[src/verilog/wdt_regs.vh]
// Register map, field positions, reset values and timing counts of the watchdog control block.
// Assumes byte addressing on the register bus, one 32-bit word per register.
`ifndef WDT_REGS_VH
`define WDT_REGS_VH

// Register offsets (byte addresses)
`define WDT_REG_CTRL 4'h8

// Field positions of watchdog_control
`define WDT_BIT_RESTART 0
`define WDT_BIT_RST_EN 1
`define WDT_BIT_RST_FLAG 2
`define WDT_BIT_IRQ_FLAG 3
`define WDT_BIT_SEL_LO 4
`define WDT_BIT_SEL_HI 5
`define WDT_BIT_IRQ_EN 6
`define WDT_BIT_POR_FLAG 7

// Reset values
`define WDT_CTRL_POR_VAL 8'hb2
`define WDT_CTRL_WARM_KEEP 8'hc6

// Reset counter length in clock cycles, and its counter width
`define WDT_RST_CYCLES 512
`define WDT_RSTCNT_W 10
`define WDT_RSTCNT_LAST 10'h1ff

`endif
[src/verilog/wdt_ctrl.v]
// Watchdog timer control: control register, restart, timeout flag, 512-cycle reset counter.
// Assumes an Avalon-MM master on clk_sys; rstn is the power-on reset, warm_rst_in any other
// reset source arriving from outside the clock domain.
`timescale 1ns/1ps
`default_nettype none
`include "wdt_regs.vh"

// What this block does
// - Power-on loads B2h; other resets keep bits 7,6,2,1 and clear the rest.
// - Writing one to restart clears the count; restart always reads zero.
// - Reset-enable one lets the watchdog reset the device; zero prevents it.
// - Reset-enable does not affect the interrupt; with interrupt enable clear it decides whether the count runs.
// - Reset-enable set by power-on, kept through other resets.
// - Reset-enable accepts only the first software write.
// - Watchdog reset sets the reset flag; power-on clears it.
// - Software writing one to the reset flag only sets it.
// - Period elapsing sets the timeout interrupt flag.
// - Flag rising starts a 512-cycle reset counter, stopped and cleared by restart.
// - Software setting the flag acts exactly like a hardware timeout.
// - Only restart, a warm reset or the counter completing stops a running reset counter; clearing the flag does not.
// - With flag set, the two enables pick interrupt, reset, both or neither.
// - With flag clear, no interrupt is seen whatever the enables hold.
// - Both enables zero disables the watchdog and freezes the count.
// - Reset counter completing with reset-enable one performs a watchdog reset.
// - Interrupt enable gates the request; power-on clears it, others keep it.
// - Period select takes a write only when the same write sets restart.
// - Changing period select always restarts the count, as it only arrives with restart or a warm reset.
module wdt_ctrl #(
    parameter CNT_W = 24,
    parameter EXP_BASE = 15,
    parameter EXP_STEP = 3
) (
    // Clock and power-on reset
    input wire clk_sys,
    input wire rstn,
    // Other reset sources, asynchronous, active high
    input wire warm_rst_in,
    // Avalon-MM slave
    input wire [3:0] avs_address,
    input wire avs_read,
    input wire avs_write,
    input wire [31:0] avs_writedata,
    input wire [3:0] avs_byteenable,
    output reg [31:0] avs_readdata,
    output reg avs_waitrequest,
    // Watchdog outputs
    output reg wdt_irq,
    output reg wdt_reset_req
);

    // Warm reset synchroniser
    reg [2:0] wsync_q;
    reg warm_q;
    wire warm_rst;

    // Power-on value of the control register, split into its fields at reset
    localparam [7:0] CTRL_POR = `WDT_CTRL_POR_VAL;

    // Control register fields
    reg por_flag_q;
    reg por_flag_d;
    reg irq_en_q;
    reg irq_en_d;
    reg [1:0] period_sel_q;
    reg [1:0] period_sel_d;
    reg irq_flag_q;
    reg irq_flag_d;
    reg rst_flag_q;
    reg rst_flag_d;
    reg rst_en_q;
    reg rst_en_d;
    reg rst_en_lock_q;
    reg rst_en_lock_d;

    // Reset counter
    reg rc_run_q;
    reg rc_run_d;
    reg [`WDT_RSTCNT_W-1:0] rc_cnt_q;
    reg [`WDT_RSTCNT_W-1:0] rc_cnt_d;

    // Bus and event terms
    wire hit;
    wire wr_commit;
    wire sw_restart;
    wire timeout_pulse;
    wire wd_fire;
    wire warm_any;
    wire cnt_en;
    wire cnt_clr;
    wire [7:0] ctrl_rd;

    // A change on the warm reset pin counts once the second and third stages agree
    always @(posedge clk_sys)
    begin
        if (!rstn)
        begin
            wsync_q <= 3'h0;
        end
        else
        begin
            wsync_q <= {wsync_q[1:0], warm_rst_in};
        end
    end

    // Holding the last agreed level keeps a one-stage glitch from starting or ending a warm reset
    always @(posedge clk_sys)
    begin
        if (!rstn)
        begin
            warm_q <= 1'b0;
        end
        else if (wsync_q[1] == wsync_q[2])
        begin
            warm_q <= wsync_q[2];
        end
    end

    assign warm_rst = warm_q;

    // Register bus decode; a write takes effect at the edge where waitrequest is seen low
    assign hit = (avs_address == `WDT_REG_CTRL);
    assign wr_commit = avs_write & ~avs_waitrequest & hit & avs_byteenable[0];
    assign sw_restart = wr_commit & avs_writedata[`WDT_BIT_RESTART];

    // Restart reads back as zero
    assign ctrl_rd = {por_flag_q, irq_en_q, period_sel_q, irq_flag_q, rst_flag_q, rst_en_q, 1'b0};

    // Reset counter reaching its last cycle resets the device only with reset-enable set
    assign wd_fire = rc_run_q & (rc_cnt_q == `WDT_RSTCNT_LAST) & rst_en_q & ~sw_restart;
    assign warm_any = warm_rst | wd_fire;

    // Count held when both enables are clear; reset-enable plays no other part here
    assign cnt_en = rst_en_q | irq_en_q;
    // A period change only arrives with restart or a warm reset, both of which clear the count
    assign cnt_clr = sw_restart | warm_any;

    wdt_period_cnt #(
        .CNT_W(CNT_W),
        .EXP_BASE(EXP_BASE),
        .EXP_STEP(EXP_STEP)
    ) u_period (
        .clk_sys(clk_sys),
        .rstn(rstn),
        .cnt_en(cnt_en),
        .cnt_clr(cnt_clr),
        .period_sel(period_sel_q),
        .timeout_pulse(timeout_pulse)
    );

    // Next state of the control register
    always @*
    begin
        por_flag_d = por_flag_q;
        irq_en_d = irq_en_q;
        period_sel_d = period_sel_q;
        irq_flag_d = irq_flag_q;
        rst_flag_d = rst_flag_q;
        rst_en_d = rst_en_q;
        rst_en_lock_d = rst_en_lock_q;
        if (wr_commit)
        begin
            por_flag_d = avs_writedata[`WDT_BIT_POR_FLAG];
            irq_en_d = avs_writedata[`WDT_BIT_IRQ_EN];
            irq_flag_d = avs_writedata[`WDT_BIT_IRQ_FLAG];
            rst_flag_d = avs_writedata[`WDT_BIT_RST_FLAG];
            rst_en_lock_d = 1'b1;
            if (!rst_en_lock_q)
            begin
                rst_en_d = avs_writedata[`WDT_BIT_RST_EN];
            end
            if (avs_writedata[`WDT_BIT_RESTART])
            begin
                period_sel_d = avs_writedata[`WDT_BIT_SEL_HI:`WDT_BIT_SEL_LO];
            end
        end
        // Hardware set wins over a software clear in the same cycle
        if (timeout_pulse)
        begin
            irq_flag_d = 1'b1;
        end
        // Any non power-on reset keeps bits 7, 6, 2, 1 and clears the others
        if (warm_any)
        begin
            period_sel_d = 2'h0;
            irq_flag_d = 1'b0;
            por_flag_d = por_flag_q;
            irq_en_d = irq_en_q;
            rst_en_d = rst_en_q;
            rst_flag_d = rst_flag_q;
            rst_en_lock_d = rst_en_lock_q;
        end
        if (wd_fire)
        begin
            rst_flag_d = 1'b1;
        end
    end

    // Reset counter: started by a rising flag, stopped by restart, a warm reset or its last cycle
    always @*
    begin
        rc_run_d = rc_run_q;
        rc_cnt_d = rc_cnt_q;
        if (warm_any || sw_restart)
        begin
            rc_run_d = 1'b0;
            rc_cnt_d = {`WDT_RSTCNT_W{1'b0}};
        end
        else if (rc_run_q)
        begin
            if (rc_cnt_q == `WDT_RSTCNT_LAST)
            begin
                // Counter spent with reset disabled: stop and wait for the next rising flag
                rc_run_d = 1'b0;
                rc_cnt_d = {`WDT_RSTCNT_W{1'b0}};
            end
            else
            begin
                rc_cnt_d = rc_cnt_q + {{(`WDT_RSTCNT_W-1){1'b0}}, 1'b1};
            end
        end
        else if (irq_flag_d && !irq_flag_q)
        begin
            rc_run_d = 1'b1;
            rc_cnt_d = {`WDT_RSTCNT_W{1'b0}};
        end
    end

    // Control state; power-on loads the documented value
    always @(posedge clk_sys)
    begin
        if (!rstn)
        begin
            por_flag_q <= CTRL_POR[`WDT_BIT_POR_FLAG];
            irq_en_q <= CTRL_POR[`WDT_BIT_IRQ_EN];
            period_sel_q <= CTRL_POR[`WDT_BIT_SEL_HI:`WDT_BIT_SEL_LO];
            irq_flag_q <= CTRL_POR[`WDT_BIT_IRQ_FLAG];
            rst_flag_q <= CTRL_POR[`WDT_BIT_RST_FLAG];
            rst_en_q <= CTRL_POR[`WDT_BIT_RST_EN];
            rst_en_lock_q <= 1'b0;
            rc_run_q <= 1'b0;
            rc_cnt_q <= {`WDT_RSTCNT_W{1'b0}};
        end
        else
        begin
            por_flag_q <= por_flag_d;
            irq_en_q <= irq_en_d;
            period_sel_q <= period_sel_d;
            irq_flag_q <= irq_flag_d;
            rst_flag_q <= rst_flag_d;
            rst_en_q <= rst_en_d;
            rst_en_lock_q <= rst_en_lock_d;
            rc_run_q <= rc_run_d;
            rc_cnt_q <= rc_cnt_d;
        end
    end

    // Watchdog outputs, registered
    always @(posedge clk_sys)
    begin
        if (!rstn)
        begin
            wdt_irq <= 1'b0;
            wdt_reset_req <= 1'b0;
        end
        else
        begin
            // Flag clear means no interrupt, whatever the enables hold
            wdt_irq <= irq_flag_d & irq_en_d;
            wdt_reset_req <= wd_fire;
        end
    end

    // Avalon slave: one wait state, waitrequest low for exactly one cycle per request
    always @(posedge clk_sys)
    begin
        if (!rstn)
        begin
            avs_waitrequest <= 1'b1;
            avs_readdata <= 32'h0;
        end
        else
        begin
            if ((avs_read || avs_write) && avs_waitrequest)
            begin
                avs_waitrequest <= 1'b0;
                if (avs_read && hit)
                begin
                    avs_readdata <= {24'h0, ctrl_rd};
                end
                else
                begin
                    // Unmapped addresses and writes answer with zero
                    avs_readdata <= 32'h0;
                end
            end
            else
            begin
                avs_waitrequest <= 1'b1;
            end
        end
    end

endmodule // wdt_ctrl

`default_nettype wire

[src/verilog/wdt_period_cnt.v]
// Watchdog period counter: counts while enabled, pulses at the selected period.
// Assumes the enable, clear and select come from logic on clk_sys.
`timescale 1ns/1ps
`default_nettype none

module wdt_period_cnt #(
    parameter CNT_W = 24,
    parameter EXP_BASE = 15,
    parameter EXP_STEP = 3
) (
    // Clock and reset
    input wire clk_sys,
    input wire rstn,
    // Control
    input wire cnt_en,
    input wire cnt_clr,
    input wire [1:0] period_sel,
    // Status
    output wire timeout_pulse
);

    reg [CNT_W-1:0] cnt_q;
    reg [CNT_W-1:0] cnt_d;
    wire [CNT_W-1:0] lim [0:3];

    // Period of setting g is 2 to the power EXP_BASE + g*EXP_STEP cycles
    genvar g;
    generate
        for (g = 0; g < 4; g = g + 1)
        begin : g_lim
            assign lim[g] = {CNT_W{1'b1}} >> (CNT_W - (EXP_BASE + EXP_STEP * g));
        end
    endgenerate

    assign timeout_pulse = cnt_en & ~cnt_clr & (cnt_q == lim[period_sel]);

    always @*
    begin
        cnt_d = cnt_q;
        if (cnt_clr)
        begin
            cnt_d = {CNT_W{1'b0}};
        end
        else if (timeout_pulse)
        begin
            cnt_d = {CNT_W{1'b0}};
        end
        else if (cnt_en)
        begin
            cnt_d = cnt_q + {{(CNT_W-1){1'b0}}, 1'b1};
        end
    end

    always @(posedge clk_sys)
    begin
        if (!rstn)
        begin
            cnt_q <= {CNT_W{1'b0}};
        end
        else
        begin
            cnt_q <= cnt_d;
        end
    end

endmodule // wdt_period_cnt

`default_nettype wire

[config.mk]
export PLATFORM = sky130hd
export DESIGN_NAME = wdt_ctrl
export DESIGN_NICKNAME = d
export VERILOG_FILES = /design/src/verilog/wdt_ctrl.v /design/src/verilog/wdt_period_cnt.v
export VERILOG_INCLUDE_DIRS = /design/src /design/src/verilog
export SDC_FILE = /design/constraint.sdc
export NUM_CORES = 1
export LEC_CHECK = 0
export BUFFER_PORTS_ARGS = -buffer_cell sky130_fd_sc_hd__buf_4
export CAP_MARGIN = 20
export CORE_MARGIN = 3
export CORE_UTILIZATION = 56
export CTS_CLUSTER_DIAMETER = 50
export DETAILED_ROUTE_END_ITERATION = 10
export PLACE_DENSITY = 0.85
export SLEW_MARGIN = 40
export SYNTH_ARGS = -nofsm -noshare
export SYNTH_HDL_FRONTEND = slang
export SYNTH_SLANG_ARGS = --single-unit
[constraint.sdc]
create_clock -name clk_sys -period 4.58 [get_ports clk_sys]
set_clock_uncertainty 0.05 [all_clocks]
set_input_delay 0.687 -clock clk_sys [delete_from_list [all_inputs] [get_ports clk_sys]]
set_output_delay 0.687 -clock clk_sys [all_outputs]
set_load 0.05 [all_outputs]
Word-level counts from Yosys, hierarchy flattened
Cells that the tools add are included.
{"block": "totals", "input_bits": 45, "register_bits": 82}
{"block": "classes", "eq_ne": 5, "add_sub_neg": 2, "order_cmp": 1, "bitwise": 20, "reduce_logical": 16, "n_mux": 22}
{"cell": "binary-select mux 24 bit (select 2 bit)", "count": 1}
{"cell": "2-to-1 mux 24 bit", "count": 2}
{"cell": "2-to-1 mux 10 bit", "count": 3}
{"cell": "adder 24 x 1 -> 24 bit, second input constant", "count": 1}
{"cell": "== test 24 bit", "count": 1}
{"cell": "2-to-1 mux 1 bit", "count": 12}
{"cell": "adder 10 x 1 -> 10 bit, second input constant", "count": 1}
{"cell": "AND 1 bit", "count": 10}
{"cell": "== test 10 x 9 -> 1 bit, second input constant", "count": 1}
{"cell": "2-to-1 mux 8 bit", "count": 1}
{"cell": "nonzero test 2 bit", "count": 4}
{"cell": "2-to-1 mux 2 bit", "count": 3}
{"cell": "inverter 1 bit", "count": 6}
{"cell": "AND reduction 2 bit", "count": 3}
{"cell": "== test 4 bit, second input constant", "count": 1}
{"cell": "greater-or-equal comparator 3 bit, second input constant", "count": 1}
{"cell": "logical AND 1 bit", "count": 3}
{"cell": "inverter 2 -> 3 bit", "count": 1}
{"cell": "OR 1 bit", "count": 3}
{"cell": "AND reduction 3 bit", "count": 1}
{"cell": "OR reduction 3 bit", "count": 1}
{"cell": "logical OR 1 bit", "count": 2}
{"cell": "!= test 2 bit, second input constant", "count": 1}
{"cell": "OR reduction 2 bit", "count": 1}
{"cell": "2 further kinds", "count": 2}

Depth between registers and ports, before layout
Gate-level depths: netlist (run 1).
{"block": "logic_depth", "word_depth": 17, "depth_mapped": 7, "depth_no_buf": 6}

Hierarchy
From an unflattened synthesis (run 1), not the netlist that was laid out.
{"block": "unflattened", "hier_cells": 341, "hier_area_um2": 2946.6}
{"module": "wdt_ctrl", "seq_area_each_um2": 660.6, "cells_each": 191, "n_inst": 1, "area_each_um2": 1664.1}
{"module": "wdt_period_cnt", "seq_area_each_um2": 480.5, "cells_each": 150, "n_inst": 1, "area_each_um2": 1282.5}

Worst setup path before layout (run 1)
OpenSTA, ideal clock, no wires.
{"block": "synth_path", "kind": "reg-to-reg", "startpoint": "register avs_waitrequest", "endpoint": "register u_period.cnt_q[3]", "t_arrival_ns": 1.959, "synth_period_minus_slack_ns": 2.074, "path_stages_with_launch": 8, "setup_time_ns": 0.065, "path_buffers": 2, "slack_ns": 2.506, "cell_sequence": "dfxtp_1 -> and3b_1 -> and3_1 -> buf_2 -> nor4b_4 -> nand2_2 -> buf_6 -> nor2_1"}
{"block": "synth_via", "elab_chain_len": 13}
{"item": "start, declared", "line": "wdt_ctrl.v:45", "text": "output reg avs_waitrequest,"}
{"item": "start signal, assigned", "line": "wdt_ctrl.v:278", "text": "avs_waitrequest <= 1'b1;"}
{"item": "start signal, assigned", "line": "wdt_ctrl.v:285", "text": "avs_waitrequest <= 1'b0;"}
{"item": "start signal, assigned", "line": "wdt_ctrl.v:298", "text": "avs_waitrequest <= 1'b1;"}
{"item": "inverter 1 bit *", "line": "wdt_ctrl.v:122", "text": "assign wr_commit = avs_write & ~avs_waitrequest & hit & avs_byteenable[0];"}
{"item": "AND 1 bit * (3 in a row)", "line": "wdt_ctrl.v:122"}
{"item": "AND 1 bit *", "line": "wdt_ctrl.v:123", "text": "assign sw_restart = wr_commit & avs_writedata[`WDT_BIT_RESTART];"}
{"item": "inverter 1 bit", "line": "wdt_ctrl.v:129", "text": "assign wd_fire = rc_run_q & (rc_cnt_q == `WDT_RSTCNT_LAST) & rst_en_q & ~sw_restart;"}
{"item": "AND 1 bit", "line": "wdt_ctrl.v:129"}
{"item": "OR 1 bit", "line": "wdt_ctrl.v:130", "text": "assign warm_any = warm_rst | wd_fire;"}
{"item": "OR 1 bit *", "line": "wdt_ctrl.v:135", "text": "assign cnt_clr = sw_restart | warm_any;"}
{"item": "inverter 1 bit", "line": "wdt_period_cnt.v:35", "text": "assign timeout_pulse = cnt_en & ~cnt_clr & (cnt_q == lim[period_sel]);"}
{"item": "AND 1 bit (2 in a row)", "line": "wdt_period_cnt.v:35"}
{"item": "OR reduction 3 bit (no source line) *"}
{"item": "end signal, assigned", "line": "wdt_period_cnt.v:58", "text": "cnt_q <= {CNT_W{1'b0}};"}
{"item": "end signal, assigned", "line": "wdt_period_cnt.v:62", "text": "cnt_q <= cnt_d;"}
{"item": "end, declared", "line": "wdt_period_cnt.v:22", "text": "reg [CNT_W-1:0] cnt_q;"}
Every way passes the cells marked *; elsewhere a longest branch is shown, timed or not.
A chain may end at the register's enable or synchronous reset.

Worst setup path after layout (run 1)
{"block": "layout_path", "startpoint": "input avs_byteenable[0]", "endpoint": "register u_period.cnt_q[1]"}
{"block": "layout_via", "elab_chain_len": 10}
{"item": "start, declared", "line": "wdt_ctrl.v:43", "text": "input wire [3:0] avs_byteenable,"}
{"item": "AND 1 bit *", "line": "wdt_ctrl.v:122"}
{"item": "AND 1 bit *", "line": "wdt_ctrl.v:123"}
{"item": "inverter 1 bit", "line": "wdt_ctrl.v:129"}
{"item": "AND 1 bit", "line": "wdt_ctrl.v:129"}
{"item": "OR 1 bit", "line": "wdt_ctrl.v:130"}
{"item": "OR 1 bit *", "line": "wdt_ctrl.v:135"}
{"item": "inverter 1 bit", "line": "wdt_period_cnt.v:35"}
{"item": "AND 1 bit (2 in a row)", "line": "wdt_period_cnt.v:35"}
{"item": "OR reduction 3 bit (no source line) *"}
Marks and branches as above.

==> results of run 1 <==
==> area by class of cell <==
cell class | instances | area [sq um] | area share [%]
timing repair buffer | 27 | 203 | 6.39
multi-input combinational | 242 | 1510 | 47.7
clock inverter | 2 | 35.0 | 1.10
sequential | 57 | 1140 | 36.0
tap | 67 | 83.8 | 2.64
clock buffer | 14 | 173 | 5.45
inverter | 6 | 22.5 | 0.710
==> power groups by stage <==
stage	combinational, mW	clock [mW]	sequential, mW
5_1_grt	0.0925	0.516	0.505
4_1_cts	0.0869	0.491	0.505
6_report	0.0871	0.487	0.505
3_5_place_dp	0.0865	0	0.516
3_3_place_gp	0.0852	0	0.516
2_1_floorplan	0.0825	0	0.519
==> worst max-delay path, cell delays in order <==
cell     delay (ns)
buf_4          0.11
and3b_1        0.19
and3_1         0.30
nor4b_4        0.50
nand2_2        0.39
a21oi_1        0.21
==> metrics by stage <==
stage	total power, mW	setup WS (ns)
finish	1.08	2.41
floorplan	0.601	2.51
CTS	1.08	2.40
global route	1.11	2.23
global placement	0.601	2.08
detailed placement	0.602	2.07
==> cell families after synthesis <==
kind of cell               count (synthesis)  share of synthesized area, %
and+or+nand+nor                          132                          26.6
xor gates and xnor gates                  25                          7.73
other                                      1                         0.132
muxes                                      6                          2.17
adders and majority gates                  2                         0.884
AOI/OAI and AO/OA                         52                          12.7
buffers and inverters                     41                          9.46
DFF                                       57                          40.3
==> path summary, 6_finish.rpt <==
kind,endpoint,slack [ns],cells past startpoint
max,u_period.cnt_q[1]$_SDFFE_PP0P_,2.41,6
min,avs_waitrequest$_SDFF_PN1_,0.39,1
max reg2reg,u_period.cnt_q[1]$_SDFFE_PP0P_,2.48,5
min reg2reg,avs_waitrequest$_SDFF_PN1_,0.39,1
==> registers in the layout, summed over array words and instances, names as in the netlist, 2 cells and up <==
name	cells
avs_readdata	7
u_period.cnt_q	24
wsync_q	3
period_sel_q	2
rc_cnt_q	10
==> synthesized netlist by cell type (3+ instances only) <==
cell type  count
dfxtp_1       57
mux2i_1        5
nand2b_1       3
buf_4         25
inv_1          6
and3_1         7
nand2_1       24
nor2b_1        8
buf_2          4
nand3_1        4
nand4_1       11
clkbuf_1       4
a21oi_1        3
xnor2_1       11
xor2_1        14
nor2_1        39
nor3_1         4
a22oi_1        7
nor3b_1        4
and2_1         8
a31oi_1        7
o21ai_0       13
==> layer usage <==
metal,vias to the layer above,global-route usage (%),share of wire (%)
li1,1122,-,-
met1,1085,24.3,44
met3,13,5.75,6.3
met4,0,9.43,1.9
met2,70,32.8,48
met5,-,0,0
==> impl_metrics.csv, run 1 <==
group,metric,value,unit
detailed_routing,vias,2290,
pwr,p_comb_share,8.1,%
logic_synthesis,avgSynthCellArea,8.96,sq um
placed_design,port_buffers,27,
worst_setup_path,crit_arrival,2.38,ns
detailed_routing,wl,5650,microns
cts,path_clk_slew,0.06,ns
logic_synthesis,synth_top_area_share,40.3,%
cts,post_cts_buffers,0,
logic_synthesis,yosys_warnings,0,
pwr,vdd_ir_drop_max,0.199,mV
pwr,p_int,816,uW
worst_setup_path,worst-path-max-fanout,23,
logic_synthesis,ys_async_sr_fraction,0,%
logic_synthesis,netlist_area,2830,sq um
logic_synthesis,ys_seq_area_share,40.3,%
worst_setup_path,crit_start,"avs_byteenable[0]",
cts,ctsLongestPathBuffers,2,
logic_synthesis,yosysTopAreaCell,"dfxtp_1",
die,dieWidth,77.1,microns
grt,grt_antenna_before_repair,0,
timing,period_share,47.4,%
cells_and_area,final_nets,390,
timing,tns,0,ns
cells_and_area,utilization,65.8,%
cts,cts-hold-fix-buffers,0,
pwr,power.leakage,1.23,nW
cells_and_area,layout_commonest_cell,"dfxtp_1",
placed_design,placed_area,2960,sq um
grt,grt_usage,20.1,%
cells_and_area,layout_common_cells,"dfxtp_1 (57), nor2_1 (39), buf_4 (27)",
cts,root_buffer,"clkbuf_8",
placed_design,placed_cells,399,
die,core_area,4820,sq um
pwr,clkPwrFrac,45.1,%
cts,cts_buffers,9,
run,max-cap-violations,0,
cts,htree_levels,3,
cts,clock_sinks,57,
detailed_routing,drtIter0Drc,151,
cells_and_area,fin_area,3170,sq um
cells_and_area,antenna_cells,0,
logic_synthesis,synth_edf_count,0,
timing,rsz0062_at_grt,"false",
cts,ctsResizeCount,0,
cts,cts_tree,"built",
logic_synthesis,postSynthCellCount,316,
pwr,netSwitchingPower,263,uW
timing,final_max_slew_viol_count,0,
worst_setup_path,setup.worst_path.end_class,"flop",
die,initial_core_util,58.8,%
timing,final.min_clock_period,2.17,ns
detailed_routing,via_per_inst,5.52,
worst_setup_path,cp-start-kind,"primary input",
die,dieHeight,77.1,microns
pwr,p_per_area,340,nW/um^2
worst_setup_path,worstSetupPathType,"in2reg",
placed_design,dpl.hpwl,3940,microns
logic_synthesis,ys_top_cells_by_area,"dfxtp_1 (40%), buf_4 (6.6%), nor2_1 (5.2%)",
grt,grt-ovfl-total,0,
cells_and_area,fillCellCount,387,
pwr,pwr-share-seq,46.8,%
pwr,p_sw_share,24.4,%
worst_hold_path,hold_path.startpoint,"avs_waitrequest$_SDFF_PN1_",
detailed_routing,wl_per_cell,13.6,microns
timing,worst_hold_slack,0.395,ns
grt,grt_pass1_vias,2130,
die,die_area,5950,sq um
cells_and_area,final_cells,415,
logic_synthesis,synth_seq_cells,57,
cells_and_area,drive_above_1_share,16.4,%
detailed_routing,drt.antenna.violating_nets,0,
timing,fmax,461,MHz
logic_synthesis,ys_types,61,
die,io_pins,80,
worst_setup_path,required,4.79,ns
timing,setup-violations-final,0,
cells_and_area,syn_to_final_growth,12.0,%
cts,clkLatencyLatePin,0.34,ns
timing,relSlewSlack,55.1,%
detailed_routing,drc,0,
timing,finalHoldViolations,0,
logic_synthesis,synthFlopType,"dfxtp_1",
timing,tightest_slew,0.668,ns
grt,grt_pass1_wl,9640,microns
worst_hold_path,hp-class,"reg2reg",
detailed_routing,drtPass1Iterations,4,
placed_design,place_congestion,0.814,
die,rows,25,
grt,grt_max_degree,24,
worst_setup_path,timing.rr.start,"avs_waitrequest$_SDFF_PN1_",
outcome,status,"finished, final reports clean",
(Power assumes the default switching activity.)
==> run 2: changes to the inputs <==
--- a/config.mk
+++ b/config.mk
@@ -9,10 +9,10 @@
 export BUFFER_PORTS_ARGS = -buffer_cell sky130_fd_sc_hd__buf_4
 export CAP_MARGIN = 20
 export CORE_MARGIN = 3
-export CORE_UTILIZATION = 56
+export CORE_UTILIZATION = 52
 export CTS_CLUSTER_DIAMETER = 50
 export DETAILED_ROUTE_END_ITERATION = 10
-export PLACE_DENSITY = 0.85
+export PLACE_DENSITY = 0.8
 export SLEW_MARGIN = 40
 export SYNTH_ARGS = -nofsm -noshare
 export SYNTH_HDL_FRONTEND = slang
==> constraint.sdc (replaced) <==
create_clock -name clk_sys -period 2 [get_ports clk_sys]
set_clock_uncertainty 0.05 [all_clocks]
set_input_delay 0.3 -clock clk_sys [delete_from_list [all_inputs] [get_ports clk_sys]]
set_output_delay 0.3 -clock clk_sys [all_outputs]
set_load 0.05 [all_outputs]
==> run 2 against run 1 <==
Die area is 7.1% higher. Worst setup slack worse by 2.3 ns. Critical path depth decreased by 1. Utilization decreased by 1.5 points. Largest cell class unchanged. First-iteration DRC count is 6.0% higher. Combinational power grew 140%. Final area is 5.0% higher.
==> impl_metrics.csv, run 2 (synthesis gave the netlist of run 1 again) <==
group,metric,value,unit
timing,fmax,528,MHz
grt,grt_antenna_before_repair,0,
cells_and_area,top_regs,"u_period.cnt_q: 24 flops, rc_cnt_q: 10 flops, avs_readdata: 7 flops",
worst_setup_path,max_stage_delay,0.50,ns
worst_setup_path,cpMaxStageDelayCell,"or4_4",
worst_setup_path,cp-start-kind,"flop",
detailed_routing,vias,2323,
die,die_area,6370,sq um
outcome,status,"finished, final reports clean",
worst_setup_path,worst-path-max-fanout,7,
detailed_routing,via_per_inst,5.34,
die,rows,26,
cts,ctsLongestPathBuffers,2,
timing,final_max_slew_viol_count,0,
cells_and_area,largest_register_ffs,24,
die,io_pins,80,
detailed_routing,wl_per_cell,13.7,microns
worst_setup_path,path_cells,"or4_4 > a21oi_2 > nand4_4 > o21ai_2 > a31oi_1",
cells_and_area,regMostFlops,"u_period.cnt_q",
cells_and_area,layout_commonest_cell,"dfxtp_1",
worst_setup_path,setup.worst_path.end_class,"flop",
timing,relSlewSlack,63.6,%
cts,cts_buffers,9,
detailed_routing,drtIter0Drc,160,
pwr,p_per_area,750,nW/um^2
grt,grt-ovfl-total,0,
timing,period_share,94.7,%
cts,path_clk_slew,0.06,ns
cts,post_cts_buffers,0,
placed_design,port_buffers,27,
cells_and_area,drive_above_1_share,21.9,%
cells_and_area,fillCellCount,428,
worst_setup_path,crit_arrival,2.04,ns
timing,tightest_slew,0.543,ns
cells_and_area,layout_common_cells,"dfxtp_1 (56), buf_4 (45), nor2_1 (39)",
detailed_routing,wl,5960,microns
run,max-cap-violations,0,
cells_and_area,antenna_cells,0,
grt,grt_pass1_wl,10400,microns
cts,clkLatencyLatePin,0.33,ns
placed_design,dpl.hpwl,4170,microns
grt,grt_max_degree,24,
die,dieHeight,79.8,microns
worst_setup_path,worstSetupPathType,"reg2reg",
die,dieWidth,79.8,microns
cts,cts_tree,"built",
cts,root_buffer,"clkbuf_8",
pwr,power.leakage,1.34,nW
timing,final.min_clock_period,1.89,ns
die,initial_core_util,54.7,%
cells_and_area,final_nets,408,
detailed_routing,drc,0,
timing,tns,0,ns
die,core_area,5170,sq um
cts,clock_sinks,57,
detailed_routing,drt.antenna.violating_nets,0,
cts,htree_levels,3,
timing,finalHoldViolations,0,
placed_design,place_congestion,0.851,
grt,grt_usage,20.8,%
detailed_routing,drtPass1Iterations,4,
worst_setup_path,required,2.15,ns
worst_hold_path,hp-class,"in2reg",
cells_and_area,syn_to_final_growth,17.5,%
grt,grt_pass1_vias,2311,
timing,worst_hold_slack,0.133,ns
timing,setup-violations-final,0,
timing,rsz0062_at_grt,"false",
pwr,vdd_ir_drop_max,0.636,mV
-- run 2: path summary, 6_finish.rpt --
check	cells after the start	slack (ns)	startpoint	end
min	2	0.13	avs_read	avs_waitrequest$_SDFF_PN1_
max reg2reg	5	0.11	u_period.cnt_q[20]$_SDFFE_PP0P_	rc_cnt_q[7]$_SDFFE_PP0P_
max	5	0.11	u_period.cnt_q[20]$_SDFFE_PP0P_	rc_cnt_q[7]$_SDFFE_PP0P_
min reg2reg	1	0.39	avs_waitrequest$_SDFF_PN1_	avs_waitrequest$_SDFF_PN1_
-- run 2: where the power goes --
group	switching (mW)	internal (mW)	leakage, nW
logic	0.157	0.0513	0.765
registers	0.00980	1.15	0.460
clock network	0.429	0.702	0.112
total	0.595	1.90	1.34
-- run 2: per-stage QoR --
stage	utilization, %	setup slack, ns	power (mW)	instances	area, sq um
after floorplan	-	0.105	1.38	340	2920
after global placement	60.0	0.126	1.38	420	3100
after detailed placement	60.0	0.105	1.39	420	3100
after CTS	64.1	0.0881	2.51	435	3320
after global routing	64.3	0.0101	2.57	435	3330
final	64.3	0.106	2.50	435	3330
-- run 2: timing repair --
action | CTS | global route
gates resized for setup | 0 | 5
hold buffers | 0 | 0
endpoints found under the setup margin | 0 | 11
-- run 2: worst max-delay path, delay by kind of cell (launching register included) --
kind / cells / cell delay, ns
AOI/OAI and AO/OA: 3 / 0.68
DFF: 1 / 0.36
and+or+nand+nor: 2 / 0.67
-- run 2: cell type report --
class,instances,area [sq um],area share [%]
inverters,6,22.5,0.677
clock buffers,13,179,5.38
multi-input cells,242,1520,45.8
well taps,70,87.6,2.63
flip-flops and latches,57,1140,34.3
repair buffers,45,338,10.2
clock inverters,2,35.0,1.05
-- run 2: layer usage --
metal | wire, microns | vias to the layer above | global-route usage, % | part of all wire, %
met4 | 97 | 0 | 8.78 | 1.6
met1 | 2560 | 1092 | 24.0 | 43
li1 | - | 1149 | - | -
met3 | 360 | 10 | 4.74 | 6.0
met2 | 2940 | 72 | 36.7 | 49
met5 | 0 | - | 0 | 0
